==> config.mk <==
export PLATFORM = sky130hd
export DESIGN_NAME = conv_regs
export DESIGN_NICKNAME = d
export VERILOG_FILES = /design/src/verilog/conv_regs_pkg.sv /design/src/verilog/trim_word.sv /design/src/verilog/conv_regs.sv
export SDC_FILE = /design/constraint.sdc
export NUM_CORES = 1
export LEC_CHECK = 0
export CAP_MARGIN = 20
export CORE_ASPECT_RATIO = 1.75
export CORE_MARGIN = 4
export CORE_UTILIZATION = 25
export DETAILED_ROUTE_END_ITERATION = 12
export DONT_BUFFER_PORTS = 1
export GPL_TIMING_DRIVEN = 0
export SYNTH_ARGS = -nofsm -noshare
export SYNTH_HDL_FRONTEND = slang
export SYNTH_SLANG_ARGS = --single-unit
==> constraint.sdc <==
create_clock -name clk_in -period 3.45 [get_ports clk_in]
set_input_delay 0 -clock clk_in [delete_from_list [all_inputs] [get_ports clk_in]]
set_output_delay 0 -clock clk_in [all_outputs]
set_load 0.03 [all_outputs]
==> src/verilog/conv_regs_pkg.sv <==
// constants for the converter control register interface
// assumes an 8-bit special function register bus with 8-bit addresses
package conv_regs_pkg;
  localparam logic [7:0] addr_offset_trim_low = 8'hD1;
  localparam logic [7:0] addr_offset_trim_mid = 8'hD2;
  localparam logic [7:0] addr_offset_trim_high = 8'hD3;
  localparam logic [7:0] addr_gain_trim_low = 8'hD4;
  localparam logic [7:0] addr_gain_trim_mid = 8'hD5;
  localparam logic [7:0] addr_gain_trim_high = 8'hD6;
  localparam logic [7:0] addr_input_selector = 8'hD7;
  localparam logic [7:0] addr_interrupt_enable_flags = 8'hD8;
  localparam logic [7:0] addr_result_low = 8'hD9;
  localparam logic [7:0] addr_result_mid = 8'hDA;
  localparam logic [7:0] addr_result_high = 8'hDB;
  localparam logic [7:0] addr_converter_control_0 = 8'hDC;
  localparam logic [7:0] addr_converter_control_1 = 8'hDD;

  localparam logic [7:0] rst_offset_trim_byte = 8'h00;
  localparam logic [7:0] rst_gain_trim_low = 8'h5A;
  localparam logic [7:0] rst_gain_trim_mid = 8'hEC;
  localparam logic [7:0] rst_gain_trim_high = 8'h5F;
  localparam logic [7:0] rst_input_selector = 8'h01;
  localparam logic [7:0] rst_converter_control_0 = 8'h30;
  localparam logic [7:0] rst_converter_control_1 = 8'h00;
  localparam logic [23:0] rst_result = 24'h000000;

  // interrupt_enable_flags layout
  localparam int smod1_bit = 7;
  localparam int fixed_one_bit = 6;
  localparam int aux_irq_enable_bit = 5;
  localparam int aux_irq_flag_bit = 4;
  localparam int watchdog_irq_flag_bit = 3;
  localparam logic smod1_rst = 1'b0;

  // converter_control_0 / _1 layout
  localparam int burnout_current_enable_bit = 6;
  localparam int result_sign_format_bit = 6;
  // sign format, settling and calibration bits are kept; calibration reads back zero
  localparam logic [7:0] converter_control_1_mask = 8'h77;
  localparam logic [7:0] converter_control_1_read_mask = 8'h70;

  // selector codes
  localparam logic [3:0] sel_common_input = 4'h8;
  localparam logic [7:0] sel_temperature = 8'hFF;

  // calibration modes
  typedef enum logic [2:0] {
    cal_none = 3'h0,
    cal_self_both = 3'h1,
    cal_self_offset = 3'h2,
    cal_self_gain = 3'h3,
    cal_sys_offset = 3'h4,
    cal_sys_gain = 3'h5
  } cal_mode_type;
endpackage

==> src/verilog/trim_word.sv <==
// one 24-bit correction word built from three byte registers
// assumes byte writes and calibration loads are one-cycle strobes
`timescale 1ns/10ps
`default_nettype none
module trim_word #(
  parameter logic [23:0] reset_value = 24'h000000
) (
  input wire logic clk_in,
  input wire logic rst_in,
  input wire logic [2:0] byte_write_in,
  input wire logic [7:0] write_data_in,
  input wire logic load_in,
  input wire logic [23:0] load_value_in,
  output logic [23:0] word_out
);
  logic [23:0] word;
  logic [23:0] next_word;

  // a software byte write wins over a calibration load in the same cycle
  always_comb begin
    next_word = word;
    if (load_in) begin
      next_word = load_value_in;
    end
    for (int i = 0; i < 3; i++) begin
      if (byte_write_in[i]) begin
        next_word[i*8 +: 8] = write_data_in;
      end
    end
  end

  always_ff @(posedge clk_in or posedge rst_in) begin
    if (rst_in) begin
      word <= reset_value;
    end else begin
      word <= next_word;
    end
  end

  assign word_out = word;

  byte_write_a: assert property (@(posedge clk_in) disable iff (rst_in)
    byte_write_in[0] |=> word[7:0] == $past(write_data_in))
    else $error("trim low byte write lost");
  load_hold_a: assert property (@(posedge clk_in) disable iff (rst_in)
    load_in && byte_write_in == 3'b000 |=> word == $past(load_value_in))
    else $error("calibration value not loaded");
endmodule
`default_nettype wire

==> src/verilog/conv_regs.sv <==
// register interface of the delta-sigma converter on the sfr bus
// assumes single-cycle sfr strobes; reads answer combinationally on sfr_rdata_out
// How it works
// - offset word bytes writable, applied at once
// - gain word writable, resets 5F EC 5A
// - upper selector nibble picks positive input
// - lower nibble negative input, reset 01h
// - temperature sensor only when selector is FFh
// - 24-bit read-only result, cleared at reset
// - low result read clears converter interrupt
// - aux enable bit 5 gates shared interrupt
// - aux flag sets on event, software clears
// - writing aux flag one raises aux interrupt
// - watchdog flag sticky, software write raises it
// - watchdog interrupt only when reset disabled
// - burnout bit 6 drives current sources, off
// - writing calibration field starts calibration
// - sign bit picks bipolar or unipolar result
`timescale 1ns/10ps
`default_nettype none
module conv_regs (
  input wire logic clk_in,
  input wire logic rst_in,
  input wire logic [7:0] sfr_addr_in,
  input wire logic sfr_wr_in,
  input wire logic sfr_rd_in,
  input wire logic [7:0] sfr_wdata_in,
  output logic [7:0] sfr_rdata_out,
  output logic sfr_hit_out,
  input wire logic result_valid_in,
  input wire logic [23:0] result_in,
  input wire logic cal_done_in,
  input wire logic [23:0] cal_offset_in,
  input wire logic [23:0] cal_gain_in,
  input wire logic aux_event_in,
  input wire logic watchdog_event_in,
  input wire logic watchdog_reset_enable_in,
  output logic [23:0] offset_trim_out,
  output logic [23:0] gain_trim_out,
  output logic [3:0] positive_channel_sel_out,
  output logic [3:0] negative_channel_sel_out,
  output logic temp_sensor_sel_out,
  output logic burnout_current_enable_out,
  output logic [7:0] converter_control_0_out,
  output logic result_sign_format_out,
  output logic [2:0] cal_start_mode_out,
  output logic cal_start_out,
  output logic conv_irq_out,
  output logic aux_irq_out,
  output logic watchdog_irq_out,
  output logic smod1_out
);
  logic wr_ok;
  logic rd_ok;
  logic [2:0] offset_bw;
  logic [2:0] gain_bw;
  logic offset_load;
  logic gain_load;
  logic [7:0] input_selector;
  logic [7:0] next_input_selector;
  logic [7:0] converter_control_0;
  logic [7:0] next_converter_control_0;
  logic [7:0] converter_control_1;
  logic [7:0] next_converter_control_1;
  logic smod1;
  logic next_smod1;
  logic aux_irq_enable;
  logic next_aux_irq_enable;
  logic aux_irq_flag;
  logic next_aux_irq_flag;
  logic watchdog_irq_flag;
  logic next_watchdog_irq_flag;
  logic [23:0] result;
  logic [23:0] next_result;
  logic conv_pending;
  logic next_conv_pending;
  conv_regs_pkg::cal_mode_type cal_active;
  conv_regs_pkg::cal_mode_type next_cal_active;

  assign wr_ok = sfr_wr_in;
  assign rd_ok = sfr_rd_in && !sfr_wr_in;

  // calibration kinds that touch each word
  assign offset_load = cal_done_in && (cal_active == conv_regs_pkg::cal_self_both
    || cal_active == conv_regs_pkg::cal_self_offset || cal_active == conv_regs_pkg::cal_sys_offset);
  assign gain_load = cal_done_in && (cal_active == conv_regs_pkg::cal_self_both
    || cal_active == conv_regs_pkg::cal_self_gain || cal_active == conv_regs_pkg::cal_sys_gain);

  always_comb begin
    offset_bw[0] = wr_ok && sfr_addr_in == conv_regs_pkg::addr_offset_trim_low;
    offset_bw[1] = wr_ok && sfr_addr_in == conv_regs_pkg::addr_offset_trim_mid;
    offset_bw[2] = wr_ok && sfr_addr_in == conv_regs_pkg::addr_offset_trim_high;
    gain_bw[0] = wr_ok && sfr_addr_in == conv_regs_pkg::addr_gain_trim_low;
    gain_bw[1] = wr_ok && sfr_addr_in == conv_regs_pkg::addr_gain_trim_mid;
    gain_bw[2] = wr_ok && sfr_addr_in == conv_regs_pkg::addr_gain_trim_high;
  end

  trim_word #(
    .reset_value({3{conv_regs_pkg::rst_offset_trim_byte}})
  ) offset_word (
    .clk_in(clk_in),
    .rst_in(rst_in),
    .byte_write_in(offset_bw),
    .write_data_in(sfr_wdata_in),
    .load_in(offset_load),
    .load_value_in(cal_offset_in),
    .word_out(offset_trim_out)
  );

  trim_word #(
    .reset_value({conv_regs_pkg::rst_gain_trim_high, conv_regs_pkg::rst_gain_trim_mid,
                  conv_regs_pkg::rst_gain_trim_low})
  ) gain_word (
    .clk_in(clk_in),
    .rst_in(rst_in),
    .byte_write_in(gain_bw),
    .write_data_in(sfr_wdata_in),
    .load_in(gain_load),
    .load_value_in(cal_gain_in),
    .word_out(gain_trim_out)
  );

  // control registers
  always_comb begin
    next_input_selector = input_selector;
    next_converter_control_0 = converter_control_0;
    next_converter_control_1 = converter_control_1;
    next_smod1 = smod1;
    next_aux_irq_enable = aux_irq_enable;
    next_cal_active = cal_active;
    if (cal_done_in) begin
      next_cal_active = conv_regs_pkg::cal_none;
    end
    if (wr_ok) begin
      case (sfr_addr_in)
        conv_regs_pkg::addr_input_selector: begin
          next_input_selector = sfr_wdata_in;
        end
        conv_regs_pkg::addr_converter_control_0: begin
          next_converter_control_0 = sfr_wdata_in & 8'h7F;
        end
        conv_regs_pkg::addr_converter_control_1: begin
          next_converter_control_1 = sfr_wdata_in & conv_regs_pkg::converter_control_1_mask;
          // reserved codes leave cal_active unchanged; cal_start_out still pulses
          if (sfr_wdata_in[2:0] <= 3'h5) begin
            next_cal_active = conv_regs_pkg::cal_mode_type'(sfr_wdata_in[2:0]);
          end
        end
        conv_regs_pkg::addr_interrupt_enable_flags: begin
          next_smod1 = sfr_wdata_in[conv_regs_pkg::smod1_bit];
          next_aux_irq_enable = sfr_wdata_in[conv_regs_pkg::aux_irq_enable_bit];
        end
        default: begin
        end
      endcase
    end
  end

  always_ff @(posedge clk_in or posedge rst_in) begin
    if (rst_in) begin
      input_selector <= conv_regs_pkg::rst_input_selector;
      converter_control_0 <= conv_regs_pkg::rst_converter_control_0;
      converter_control_1 <= conv_regs_pkg::rst_converter_control_1;
      smod1 <= conv_regs_pkg::smod1_rst;
      aux_irq_enable <= 1'b0;
      cal_active <= conv_regs_pkg::cal_none;
    end else begin
      input_selector <= next_input_selector;
      converter_control_0 <= next_converter_control_0;
      converter_control_1 <= next_converter_control_1;
      smod1 <= next_smod1;
      aux_irq_enable <= next_aux_irq_enable;
      cal_active <= next_cal_active;
    end
  end

  // flags, result and converter interrupt; hardware set wins over clear
  always_comb begin
    next_aux_irq_flag = aux_irq_flag;
    next_watchdog_irq_flag = watchdog_irq_flag;
    next_result = result;
    next_conv_pending = conv_pending;
    if (wr_ok && sfr_addr_in == conv_regs_pkg::addr_interrupt_enable_flags) begin
      next_aux_irq_flag = sfr_wdata_in[conv_regs_pkg::aux_irq_flag_bit];
      next_watchdog_irq_flag = sfr_wdata_in[conv_regs_pkg::watchdog_irq_flag_bit];
    end
    if (rd_ok && sfr_addr_in == conv_regs_pkg::addr_result_low) begin
      next_conv_pending = 1'b0;
    end
    if (result_valid_in) begin
      next_result = result_in;
      next_conv_pending = 1'b1;
      next_aux_irq_flag = 1'b1;
    end
    if (aux_event_in) begin
      next_aux_irq_flag = 1'b1;
    end
    if (watchdog_event_in && !watchdog_reset_enable_in) begin
      next_watchdog_irq_flag = 1'b1;
    end
  end

  always_ff @(posedge clk_in or posedge rst_in) begin
    if (rst_in) begin
      aux_irq_flag <= 1'b0;
      watchdog_irq_flag <= 1'b0;
      result <= conv_regs_pkg::rst_result;
      conv_pending <= 1'b0;
    end else begin
      aux_irq_flag <= next_aux_irq_flag;
      watchdog_irq_flag <= next_watchdog_irq_flag;
      result <= next_result;
      conv_pending <= next_conv_pending;
    end
  end

  // read mux; bit 6 of the flag register always reads one
  always_comb begin
    sfr_hit_out = 1'b1;
    sfr_rdata_out = 8'h00;
    case (sfr_addr_in)
      conv_regs_pkg::addr_offset_trim_low: sfr_rdata_out = offset_trim_out[7:0];
      conv_regs_pkg::addr_offset_trim_mid: sfr_rdata_out = offset_trim_out[15:8];
      conv_regs_pkg::addr_offset_trim_high: sfr_rdata_out = offset_trim_out[23:16];
      conv_regs_pkg::addr_gain_trim_low: sfr_rdata_out = gain_trim_out[7:0];
      conv_regs_pkg::addr_gain_trim_mid: sfr_rdata_out = gain_trim_out[15:8];
      conv_regs_pkg::addr_gain_trim_high: sfr_rdata_out = gain_trim_out[23:16];
      conv_regs_pkg::addr_input_selector: sfr_rdata_out = input_selector;
      conv_regs_pkg::addr_interrupt_enable_flags: begin
        sfr_rdata_out = {smod1, 1'b1, aux_irq_enable, aux_irq_flag, watchdog_irq_flag, 3'h0};
      end
      conv_regs_pkg::addr_result_low: sfr_rdata_out = result[7:0];
      conv_regs_pkg::addr_result_mid: sfr_rdata_out = result[15:8];
      conv_regs_pkg::addr_result_high: sfr_rdata_out = result[23:16];
      conv_regs_pkg::addr_converter_control_0: sfr_rdata_out = converter_control_0;
      // calibration field reads back as zero
      conv_regs_pkg::addr_converter_control_1: begin
        sfr_rdata_out = converter_control_1 & conv_regs_pkg::converter_control_1_read_mask;
      end
      default: sfr_hit_out = 1'b0;
    endcase
  end

  assign temp_sensor_sel_out = input_selector == conv_regs_pkg::sel_temperature;
  assign positive_channel_sel_out = input_selector[7:4];
  assign negative_channel_sel_out = input_selector[3:0];
  assign burnout_current_enable_out = converter_control_0[conv_regs_pkg::burnout_current_enable_bit];
  assign converter_control_0_out = converter_control_0;
  assign result_sign_format_out = converter_control_1[conv_regs_pkg::result_sign_format_bit];
  assign cal_start_out = wr_ok && sfr_addr_in == conv_regs_pkg::addr_converter_control_1;
  assign cal_start_mode_out = sfr_wdata_in[2:0];
  assign conv_irq_out = conv_pending;
  assign aux_irq_out = aux_irq_enable && aux_irq_flag;
  assign watchdog_irq_out = watchdog_irq_flag && !watchdog_reset_enable_in;
  assign smod1_out = smod1;

  low_read_clears_a: assert property (@(posedge clk_in) disable iff (rst_in)
    rd_ok && sfr_addr_in == conv_regs_pkg::addr_result_low && !result_valid_in |=> !conv_pending)
    else $error("converter interrupt not cleared by low read");
  low_read_keeps_aux_a: assert property (@(posedge clk_in) disable iff (rst_in)
    rd_ok && aux_irq_flag && !wr_ok |=> aux_irq_flag)
    else $error("aux flag dropped by a read");
  aux_sticky_a: assert property (@(posedge clk_in) disable iff (rst_in)
    aux_event_in |=> aux_irq_flag)
    else $error("aux event lost");
  aux_gate_a: assert property (@(posedge clk_in) disable iff (rst_in)
    aux_irq_out |-> aux_irq_enable && aux_irq_flag)
    else $error("aux interrupt without enable");
  aux_sw_set_a: assert property (@(posedge clk_in) disable iff (rst_in)
    wr_ok && sfr_addr_in == conv_regs_pkg::addr_interrupt_enable_flags && sfr_wdata_in == 8'h30
    |=> aux_irq_out)
    else $error("software set did not raise aux interrupt");
  wdt_hold_a: assert property (@(posedge clk_in) disable iff (rst_in)
    watchdog_irq_flag && !wr_ok |=> watchdog_irq_flag)
    else $error("watchdog flag cleared without software");
  wdt_reset_mode_a: assert property (@(posedge clk_in) disable iff (rst_in)
    watchdog_reset_enable_in |-> !watchdog_irq_out)
    else $error("watchdog interrupt while reset action on");
  temp_sel_a: assert property (@(posedge clk_in) disable iff (rst_in)
    temp_sensor_sel_out |-> positive_channel_sel_out == 4'hF && negative_channel_sel_out == 4'hF)
    else $error("temperature sensor routed with wrong selector");
  result_load_a: assert property (@(posedge clk_in) disable iff (rst_in)
    result_valid_in |=> result == $past(result_in) && conv_pending)
    else $error("result not captured");
  cal_start_a: assert property (@(posedge clk_in) disable iff (rst_in)
    cal_start_out && sfr_wdata_in[2:0] == 3'h2 && !cal_done_in |=> cal_active == conv_regs_pkg::cal_self_offset)
    else $error("calibration not started");
  sel_write_a: assert property (@(posedge clk_in) disable iff (rst_in)
    wr_ok && sfr_addr_in == conv_regs_pkg::addr_input_selector
    |=> {positive_channel_sel_out, negative_channel_sel_out} == $past(sfr_wdata_in))
    else $error("input selector write lost");
  burnout_write_a: assert property (@(posedge clk_in) disable iff (rst_in)
    wr_ok && sfr_addr_in == conv_regs_pkg::addr_converter_control_0
    |=> burnout_current_enable_out == $past(sfr_wdata_in[conv_regs_pkg::burnout_current_enable_bit]))
    else $error("burnout control write lost");
  sign_format_a: assert property (@(posedge clk_in) disable iff (rst_in)
    wr_ok && sfr_addr_in == conv_regs_pkg::addr_converter_control_1
    |=> result_sign_format_out == $past(sfr_wdata_in[conv_regs_pkg::result_sign_format_bit]))
    else $error("sign format write lost");

  cal_cover_c: cover property (@(posedge clk_in) disable iff (rst_in) offset_load ##1 gain_load);
  temp_cover_c: cover property (@(posedge clk_in) disable iff (rst_in) temp_sensor_sel_out);
  clear_cover_c: cover property (@(posedge clk_in) disable iff (rst_in)
    conv_pending ##1 !conv_pending);
  aux_raise_cover_c: cover property (@(posedge clk_in) disable iff (rst_in) aux_irq_out);
endmodule
`default_nettype wire

==> run_results.csv, run 1 <==
group,metric,value,unit
min_path,holdCritStartpoint,"cal_done_in",
drt,drt_wl_total,22050,um
critical_path,r2r-start,"cal_active[0]",
power_and_ir_drop,vdd_drop_max,217.0,uV
place,port_buffers,0,
grt,antenna_found_initial,0,
sta,finalCritPeriodShare,0.7151,
yosys,synthArstFlopShare,1.000,
yosys,syn_area_per_cell,10.56,um2
die,die_height,201.4,um
place,place_area,5693,um2
die,dieArea,23870,um2
final_layout,drive_above_1_share,0.2169,
sta,tightest_slew,1.111,ns
drt,firstDrtPassIters,5,
critical_path,cp-start-kind,"flop",
die,rows,70,
grt,met1_usage,0.1713,
grt,use_met2,0.3387,
sta,rsz0062_at_grt,"no",
place,dp_hpwl,17630,um
yosys,yosysSeqAreaShare,0.4632,
place,place_ws,1.431,ns
yosys,synthTopCellsByArea,"dfrtp_1 (37%), mux2i_1 (12%), mux2_2 (10%)",
yosys,yosysMostFrequentCell,"dfrtp_1",
yosys,yosysUniqueCellTypes,56,
final_layout,fin_nets,696,
status,status,"finished clean",
min_path,hp-class,"input pin to flop",
final_layout,postLayoutCellArea,6847,um2
place,gp_congestion,0.9377,
yosys,synth_top_area_cell,"dfrtp_1",
yosys,synth_top_cell_area_share,0.3747,
grt,met3_usage,0.06524,
critical_path,cp.depth,5,
critical_path,cp-startpoint,"offset_word.word_out[7]",
cts,htree_levels,3,
sta,period_minus_slack,2.467,ns
sta,layout_setup_ws,0.9829,ns
sta,setup_viol,0,
drt,routed-via-count,4484,
grt,track_usage,0.1814,
critical_path,cpMaxStageDelayCell,"a31oi_1",
drt,routedWlPerCell,25.75,um
cts,cts_made_buffers,9,
critical_path,cp.arrival,2.47,ns
die,coreArea,20930,um2
cts,clkTransAtPathRegs,0.07,ns
sta,finalHoldViolations,0,
cts,cts_root_buf,"clkbuf_16",
die,initial_utilization,0.2552,
yosys,synth_edf_count,0,
grt,grt_max_degree,53,
power_and_ir_drop,cellPowerDensity,477.4,nW/um2
critical_path,worst-path-buf-inv,0,
critical_path,cp_cell_sequence,"mux2i_1 > o2bb2ai_1 > a32oi_1 > or2_2 > a31oi_1",
drt,drc,0,
grt,grt_pass1_vias,4718,
power_and_ir_drop,leakage,2.937,nW
grt,grt_pass1_wl,31800,um
yosys,synth.yosys.warnings,0,
critical_path,worstSetupPathType,"flop to output port",
critical_path,end_kind,"output port",
grt,top_usage_layer,"met2",
yosys,synth_ff_type,"dfrtp_1",
min_path,min_path_cells,4,
critical_path,crit_family,"compound AO/OA/AOI/OAI gates",
sta,slew_viol_final,0,
critical_path,ff2ff_path_depth,5,
cts,cts_setup_buffers,0,
sta,clock-skew-final,0.004697,ns
critical_path,critPathMaxFanout,3,
critical_path,cp_data_required_time,3.45,ns
drt,via_per_inst,5.238,
critical_path,critPathMaxStageDelay,0.68,ns
drt,drt-initial-drc-count,247,
cts,cts_tree,"built",
yosys,syn_area,5343,um2
final_layout,utilization,0.3271,
cts,cts_buffer_depth,2,
grt,gr-total-overflow,0,
die,die_w,118.5,um
yosys,ys_ff_latch,98,
yosys,synthesis.instances,506,
die,boundaryPins,181,
sta,fmaxAchievable,405.3,MHz
yosys,syn_nets,603,
flow_run,max_cap_viol_count,0,
cts,cts.sinks,98,
yosys,synth_commonest_cells,"dfrtp_1 (80), mux2i_1 (63), mux2_2 (49), a21oi_1 (42), nor2_1 (42)",
cts,insertion_delay,0.36,ns
final_layout,syn_to_final_growth,28.15,%
final_layout,antennaDiodeCount,0,
sta,max-slew-margin-rel,0.2549,
drt,ant_nets,0,
## logic make-up after synthesis
| group | after synthesis | synth area share |
|---|---|---|
| AOI/OAI and AO/OA | 114 | 0.1326 |
| xor gates and xnor gates | 1 | 0.001640 |
| buffers and inverters | 53 | 0.05176 |
| DFF | 98 | 0.4632 |
| muxes | 112 | 0.2213 |
| other | 1 | 0.0007019 |
| and+or+nand+nor | 127 | 0.1288 |
## path summary, 6_finish.rpt
| check | to | slack (ns) |
|---|---|---|
| max | sfr_rdata_out[7] | 0.98 |
| min in group asynchronous | offset_word.word_out[7] | 0.24 |
| min reg2reg | result[2] | 0.51 |
| max in group asynchronous | gain_word.word_out[11] | 2.47 |
| min | gain_word.word_out[22] | 0.04 |
| max reg2reg | offset_word.word_out[12] | 1.56 |
## metal layers
metal | wire length, um | vias to the layer above
met2 | 12060 | 182
met1 | 7130 | 2245
met4 | 1064 | 0
met5 | 0 | -
li1 | - | 2013
met3 | 1793 | 44
## tightest hold or removal path, stage by stage
cell and delay [ns]:
nand2_1 0.05, a21oi_2 0.10, mux2i_1 0.15, o21ai_0 0.08
## sequential cells by signal, indices dropped and copies added, names as in the netlist
| signal | flops |
|---|---|
| smod1_out | 1 |
| converter_control_1 | 3 |
| gain_word.word_out | 24 |
| aux_irq_enable | 1 |
| cal_active | 3 |
| result | 24 |
| converter_control_0_out | 7 |
| aux_irq_flag | 1 |
| watchdog_irq_flag | 1 |
| offset_word.word_out | 24 |
| input_selector | 8 |
| conv_irq_out | 1 |
## cell type report
cell class | instances | area (um2)
clock inverters | 5 | 100.1
clock buffers | 11 | 252.7
repair buffers | 82 | 833.3
flip-flops and latches | 98 | 2475
plain buffers | 46 | 250.2
inverters | 7 | 28.78
multi-input cells | 355 | 2591
well taps | 252 | 315.3
fillers | 2122 | 14090
## power by group
part	switching (mW)	internal [mW]
clock network	0.440	0.745
logic	0.236	0.207
registers	0.356	1.29
total	1.03	2.24
## per-stage QoR
step | TNS, ns | power, mW | instances | hold WS (ns)
floorplan | 0 | 1.840 | 506 | 0.09254
global placement | -19.17 | 2.019 | 758 | 0.1046
finish | 0 | 3.269 | 856 | 0.04359
global route | 0 | 3.379 | 856 | 0.05579
CTS | 0 | 3.293 | 856 | 0.04065
detailed placement | 0 | 2.031 | 760 | 0.02032
## timing repair
item / 4_1_cts / 5_1_grt
setup endpoints to repair: 0 / 0
endpoints found under the hold margin: 116 / 0
resized for setup: 0 / 0
hold buffers: 80 / 0
## placed cells by master (no fill, tap or decap), types with 3 or more instances in the layout
| master | count |
|---|---|
| dfrtp_1 | 80 |
| dlygate4sd3_1 | 80 |
| mux2i_1 | 63 |
| mux2_2 | 49 |
| nor2_1 | 42 |
| a21oi_1 | 42 |
| nand2_1 | 27 |
| o21ai_0 | 27 |
| buf_2 | 21 |
| dfstp_2 | 18 |
| clkbuf_1 | 13 |
| nand3_1 | 10 |
| nor2b_1 | 9 |
| clkbuf_16 | 9 |
| buf_4 | 8 |
| a22oi_1 | 8 |
| nand4_1 | 7 |
| inv_1 | 6 |
| and3_1 | 5 |
| a22o_1 | 5 |
| nor3_1 | 4 |
| a221oi_1 | 4 |
| and2_1 | 3 |
| buf_6 | 3 |
| nand3_2 | 3 |
| o22ai_1 | 3 |
| a31oi_1 | 3 |
| a32oi_1 | 3 |
| bufinv_16 | 3 |
No activity file was read; power rests on OpenSTA's default activity.
==> run 2: changes to the inputs <==
Settings changed: ABC_AREA set to 1.
Clock period 3.45 ns to 2.5 ns, I/O delays scaled along.
==> run_results.csv, run 2 <==
group,metric,value,unit
final_layout,syn_to_final_growth,27.87,%
sta,setup_viol,0,
drt,drc,0,
cts,htree_levels,3,
grt,grt_pass1_vias,5519,
final_layout,utilization,0.3276,
yosys,yosysUniqueCellTypes,31,
critical_path,ff2ff_path_depth,6,
critical_path,cp.arrival,2.05,ns
final_layout,postLayoutCellArea,7101,um2
min_path,min_to,"converter_control_0_out[5]",
critical_path,end_kind,"flop",
yosys,syn_area_per_cell,7.990,um2
critical_path,r2r_slack,0.66,ns
final_layout,drive_above_1_share,0.1270,
die,boundaryPins,181,
drt,routed-via-count,5491,
yosys,synthArstFlopShare,1.000,
grt,grt_max_degree,38,
cts,cts_resized,0,
cts,clkTransAtPathRegs,0.07,ns
sta,finalHoldViolations,0,
yosys,synth_xor_area_frac,0,
grt,gr-total-overflow,0,
yosys,yosys-mux-area-fraction,0,
sta,tightest_slew,0.7084,ns
yosys,synth_top_family_by_area,"simple AND/OR/NAND/NOR gates",
drt,drt-initial-drc-count,312,
yosys,synth_simple_gate_area_frac,0.3479,
die,dieArea,24750,um2
sta,slew_viol_final,0,
grt,track_usage,0.1839,
yosys,synth_adder_area_share,0,
die,coreArea,21680,um2
status,status,"finished clean",
cts,cts_made_buffers,9,
yosys,synth_edf_count,0,
place,dp_hpwl,18580,um
final_layout,fin_nets,887,
die,die_height,205.2,um
sta,finalCritPeriodShare,0.7358,
cts,insertion_delay,0.36,ns
power_and_ir_drop,leakage,3.162,nW
die,die_w,120.7,um
grt,grt_pass1_wl,33710,um
final_layout,final_common_cell,"nand2_1",
yosys,synth_commonest_cells,"nand2_1 (174), nand3_1 (117), dfrtp_1 (80), o21ai_0 (61), inv_1 (45)",
sta,clock-skew-final,0.005586,ns
yosys,synthesis.instances,695,
yosys,yosysMostFrequentCell,"nand2_1",
critical_path,timing.rr.end,"offset_word.word_out[7]",
drt,routedWlPerCell,21.26,um
yosys,synth_compound_area_frac,0.1251,
place,place_ws,0.7187,ns
yosys,synth_ff_type,"dfrtp_1",
yosys,synth_top_area_cell,"dfrtp_1",
power_and_ir_drop,cellPowerDensity,612.5,nW/um2
min_path,min_path_cells,2,
flow_run,max_cap_viol_count,0,
yosys,syn_nets,792,
yosys,synth_top_cell_area_share,0.3605,
yosys,synthTopCellsByArea,"dfrtp_1 (36%), nand2_1 (12%), nand3_1 (11%)",
yosys,syn_area,5553,um2
cts,cts_setup_buffers,0,
die,rows,71,
place,place_area,5962,um2
drt,via_per_inst,5.052,
cts,cts.sinks,98,
min_path,hp-class,"input pin to flop",
power_and_ir_drop,vdd_drop_max,244.3,uV
cts,hold_buffers,82,
critical_path,critPathMaxFanout,8,
sta,fmaxAchievable,543.6,MHz
drt,firstDrtPassIters,5,
sta,setup_tns,0,ns
final_layout,antennaDiodeCount,0,
place,port_buffers,0,
yosys,ys_ff_latch,98,
final_layout,layout_common_cells,"nand2_1 (174), nand3_1 (117), dlygate4sd3_1 (82)",
sta,layout_setup_ws,0.6604,ns
critical_path,r2r-start,"cal_active[2]",
min_path,holdCritStartpoint,"sfr_wdata_in[5]",
die,initial_utilization,0.2562,
yosys,synth.yosys.warnings,0,
drt,ant_nets,0,
cts,cts_root_buf,"clkbuf_16",
critical_path,worstSetupPathType,"flop to flop",
sta,rsz0062_at_grt,"no",
grt,antenna_found_initial,0,
critical_path,cp_data_required_time,2.71,ns
place,gp_congestion,0.9330,
cts,cts_tree,"built",
critical_path,cp-start-kind,"flop",
cts,cts_buffer_depth,2,
sta,max-slew-margin-rel,0.5267,
yosys,yosysSeqAreaShare,0.4457,
sta,period_minus_slack,1.840,ns
drt,drt_wl_total,23110,um
[run 2: worst max path at each step]
stage,depth (start not counted),startpoint,end,slack [ns]
after floorplan,6,cal_active[2],offset_word.word_out[7],1.16
after global placement,6,cal_active[2],offset_word.word_out[3],0.71
after detailed placement,6,cal_active[2],offset_word.word_out[7],0.72
after CTS,4,gain_word.word_out[5],sfr_rdata_out[5],0.69
after global routing,6,cal_active[1],offset_word.word_out[7],0.52
final,6,cal_active[2],offset_word.word_out[7],0.66
[run 2: logic make-up after synthesis]
family / count (synthesis)
compound gates: 119
simple gates: 384
other cells: 1
flops: 98
buf+inv: 93
[run 2: per-stage QoR]
stage               total power [mW]  cells  hold slack [ns]
finish                         4.349   1087          0.05706
floorplan                      2.536    695           0.1118
CTS                            4.371   1087          0.06813
detailed placement             2.779    989         0.007168
global placement               2.763    987           0.1184
global route                   4.475   1087          0.06736
[run 2: critical path, stage by stage, from the launching register on]
cell      delay, ns
dfrtp_1        0.41
a21oi_2        0.34
nand3_1        0.34
nand2_2        0.23
inv_1          0.15
nand2_1        0.11
o211ai_1       0.10
[run 2: power breakdown]
part           internal [mW]  switching, mW
combinational          0.223          0.304
sequential              1.79          0.540
clock                  0.887          0.609
total                   2.90           1.45
[run 2: layout make-up]
class | count | area (um2)
Multi-Input combinational cell | 504 | 2630
Tap cell | 292 | 365.4
Clock buffer | 15 | 287.8
Clock inverter | 1 | 30.03
Inverter | 54 | 206.4
Sequential cell | 98 | 2475
Timing Repair Buffer | 84 | 860.8
Buffer | 39 | 245.2
Fill cell | 2357 | 14580
[run 2: layer usage]
layer / vias to the layer above / global-route usage / wire length (um)
li1: 2558 / - / -
met1: 2574 / 0.1835 / 7962
met2: 268 / 0.3271 / 11840
met3: 91 / 0.04945 / 1629
met4: 0 / 0.1276 / 1676
met5: - / 0 / 0
==> run 3: changes to the inputs <==
Clock period 2.5 ns to 1.6 ns, I/O delays scaled along.
==> run_results.csv, run 3 (synthesis gave the netlist of run 2 again) <==
group,metric,value,unit
grt,grt_pass1_wl,33750,um
power_and_ir_drop,leakage,3.216,nW
status,violations,"negative setup slack",
sta,finalCritPeriodShare,1.003,
sta,finalHoldViolations,0,
final_layout,syn_to_final_growth,30.91,%
critical_path,cp_data_required_time,1.60,ns
drt,drt_wl_total,23130,um
sta,clock-skew-final,0.005456,ns
cts,cts_root_buf,"clkbuf_16",
place,place_ws,-0.1813,ns
cts,clkTransAtPathRegs,0.07,ns
flow_run,max_cap_viol_count,0,
grt,grt_max_degree,38,
grt,top_usage_layer,"met2",
sta,fmaxAchievable,623.3,MHz
final_layout,layout_common_cells,"nand2_1 (171), nand3_1 (107), dlygate4sd3_1 (79)",
die,boundaryPins,181,
drt,drc,0,
sta,tightest_slew,0.7163,ns
sta,setup_tns,-0.004373,ns
place,dp_hpwl,18580,um
cts,cts.sinks,98,
place,port_buffers,0,
drt,drt-initial-drc-count,333,
min_path,min_path_cells,5,
cts,insertion_delay,0.36,ns
final_layout,fillerInstances,2351,
final_layout,postLayoutCellArea,7269,um2
place,place_area,5962,um2
power_and_ir_drop,cellPowerDensity,938.5,nW/um2
die,rows,71,
final_layout,fin_nets,887,
cts,cts_buffer_depth,2,
sta,setup_viol,1,
grt,track_usage,0.1843,
sta,slew_viol_final,0,
power_and_ir_drop,vdd_drop_max,384.3,uV
drt,via_per_inst,5.049,
grt,met1_usage,0.1821,
cts,cts_tree,"built",
die,coreArea,21680,um2
drt,ant_nets,0,
sta,layout_setup_ws,-0.004373,ns
critical_path,cp-start-kind,"flop",
status,status,"finished, violations left",
die,die_w,120.7,um
critical_path,cp.arrival,1.60,ns
critical_path,ff2ff_path_depth,6,
die,dieArea,24750,um2
final_layout,utilization,0.3354,
die,initial_utilization,0.2562,
final_layout,final_common_cell,"nand2_1",
final_layout,drive_above_1_share,0.1824,
critical_path,critPathMaxFanout,3,
critical_path,worstSetupPathType,"flop to output port",
sta,max-slew-margin-rel,0.5215,
min_path,hp-class,"input pin to flop",
cts,cts_made_buffers,9,
sta,rsz0062_at_grt,"yes",
drt,routedWlPerCell,21.28,um
die,die_height,205.2,um
grt,use_met2,0.3255,
grt,met3_usage,0.05249,
drt,routed-via-count,5488,
sta,period_minus_slack,1.604,ns
cts,htree_levels,3,
power_and_ir_drop,report.power.total,6.822,mW
grt,gr-total-overflow,0,
drt,firstDrtPassIters,4,
critical_path,end_kind,"output port",
final_layout,antennaDiodeCount,0,
grt,antenna_found_initial,0,
grt,grt_pass1_vias,5544,
place,gp_congestion,0.9330,
[run 3: changes by cell type in the layout (fill, tap and decap cells not counted), moves of 3 or more]
cell / change
nand2_1: -3
nand3_2: +4
nor2_2: +6
nor2_1: -7
o21ai_0: -3
dfrtp_2: +17
o21ai_1: +3
dfrtp_1: -17
dlygate4sd3_1: -3
buf_4: +3
nand3_4: +6
nand3_1: -10
[run 3: metrics by stage]
stage / hold slack (ns) / std cells
2_1_floorplan: 0.1118 / 695
3_3_place_gp: 0.1184 / 987
3_5_place_dp: 0.007168 / 989
4_1_cts: 0.02211 / 1085
5_1_grt: 0.04869 / 1087
6_report: 0.02220 / 1087
[run 3: report_power, final]
group	internal, mW	switching [mW]	leakage [nW]
Sequential	2.81	0.844	1.19
Combinational	0.355	0.482	1.87
Clock	1.39	0.950	0.156
Total	4.55	2.28	3.22
[run 3: worst max-delay path, stage by stage (launching register included)]
cell and delay [ns]:
dfrtp_1 0.55, nand3_1 0.17, nand2_1 0.06, nor2_1 0.20
nand3_2 0.26
[run 3: layout make-up]
type | count | area [um2] | share of cell area
tap | 292 | 365.4 | 0.05026
buffer | 39 | 250.2 | 0.03442
clock buffer | 15 | 287.8 | 0.03959
multi-input combinational | 504 | 2776 | 0.3819
inverter | 54 | 210.2 | 0.02892
timing repair buffer | 84 | 853.3 | 0.1174
clock inverter | 1 | 30.03 | 0.004131
sequential | 98 | 2496 | 0.3434
[run 3: worst paths after layout]
kind,from,to,slack [ns]
max,offset_word.word_out[9],sfr_rdata_out[1],-0.004
min,sfr_wdata_in[1],cal_active[0],0.02
max reg2reg,cal_active[1],offset_word.word_out[7],0.01
min reg2reg,result[20],result[20],0.48
max in group asynchronous,rst_in,gain_word.word_out[18],0.68
min in group asynchronous,rst_in,result[1],0.24
[run 3: repair_timing]
item,4_1_cts,5_1_grt
resized for setup,28,29
endpoints found under the hold margin,104,0
endpoints found under the setup margin,52,49
buffers inserted,0,3
hold buffers,80,0
pin swaps,1,8
[run 3: metal layers]
layer,vias to the layer above,share of wire
met1,2595,0.34
met5,-,0
met3,88,0.069
met4,0,0.077
li1,2563,-
met2,242,0.51
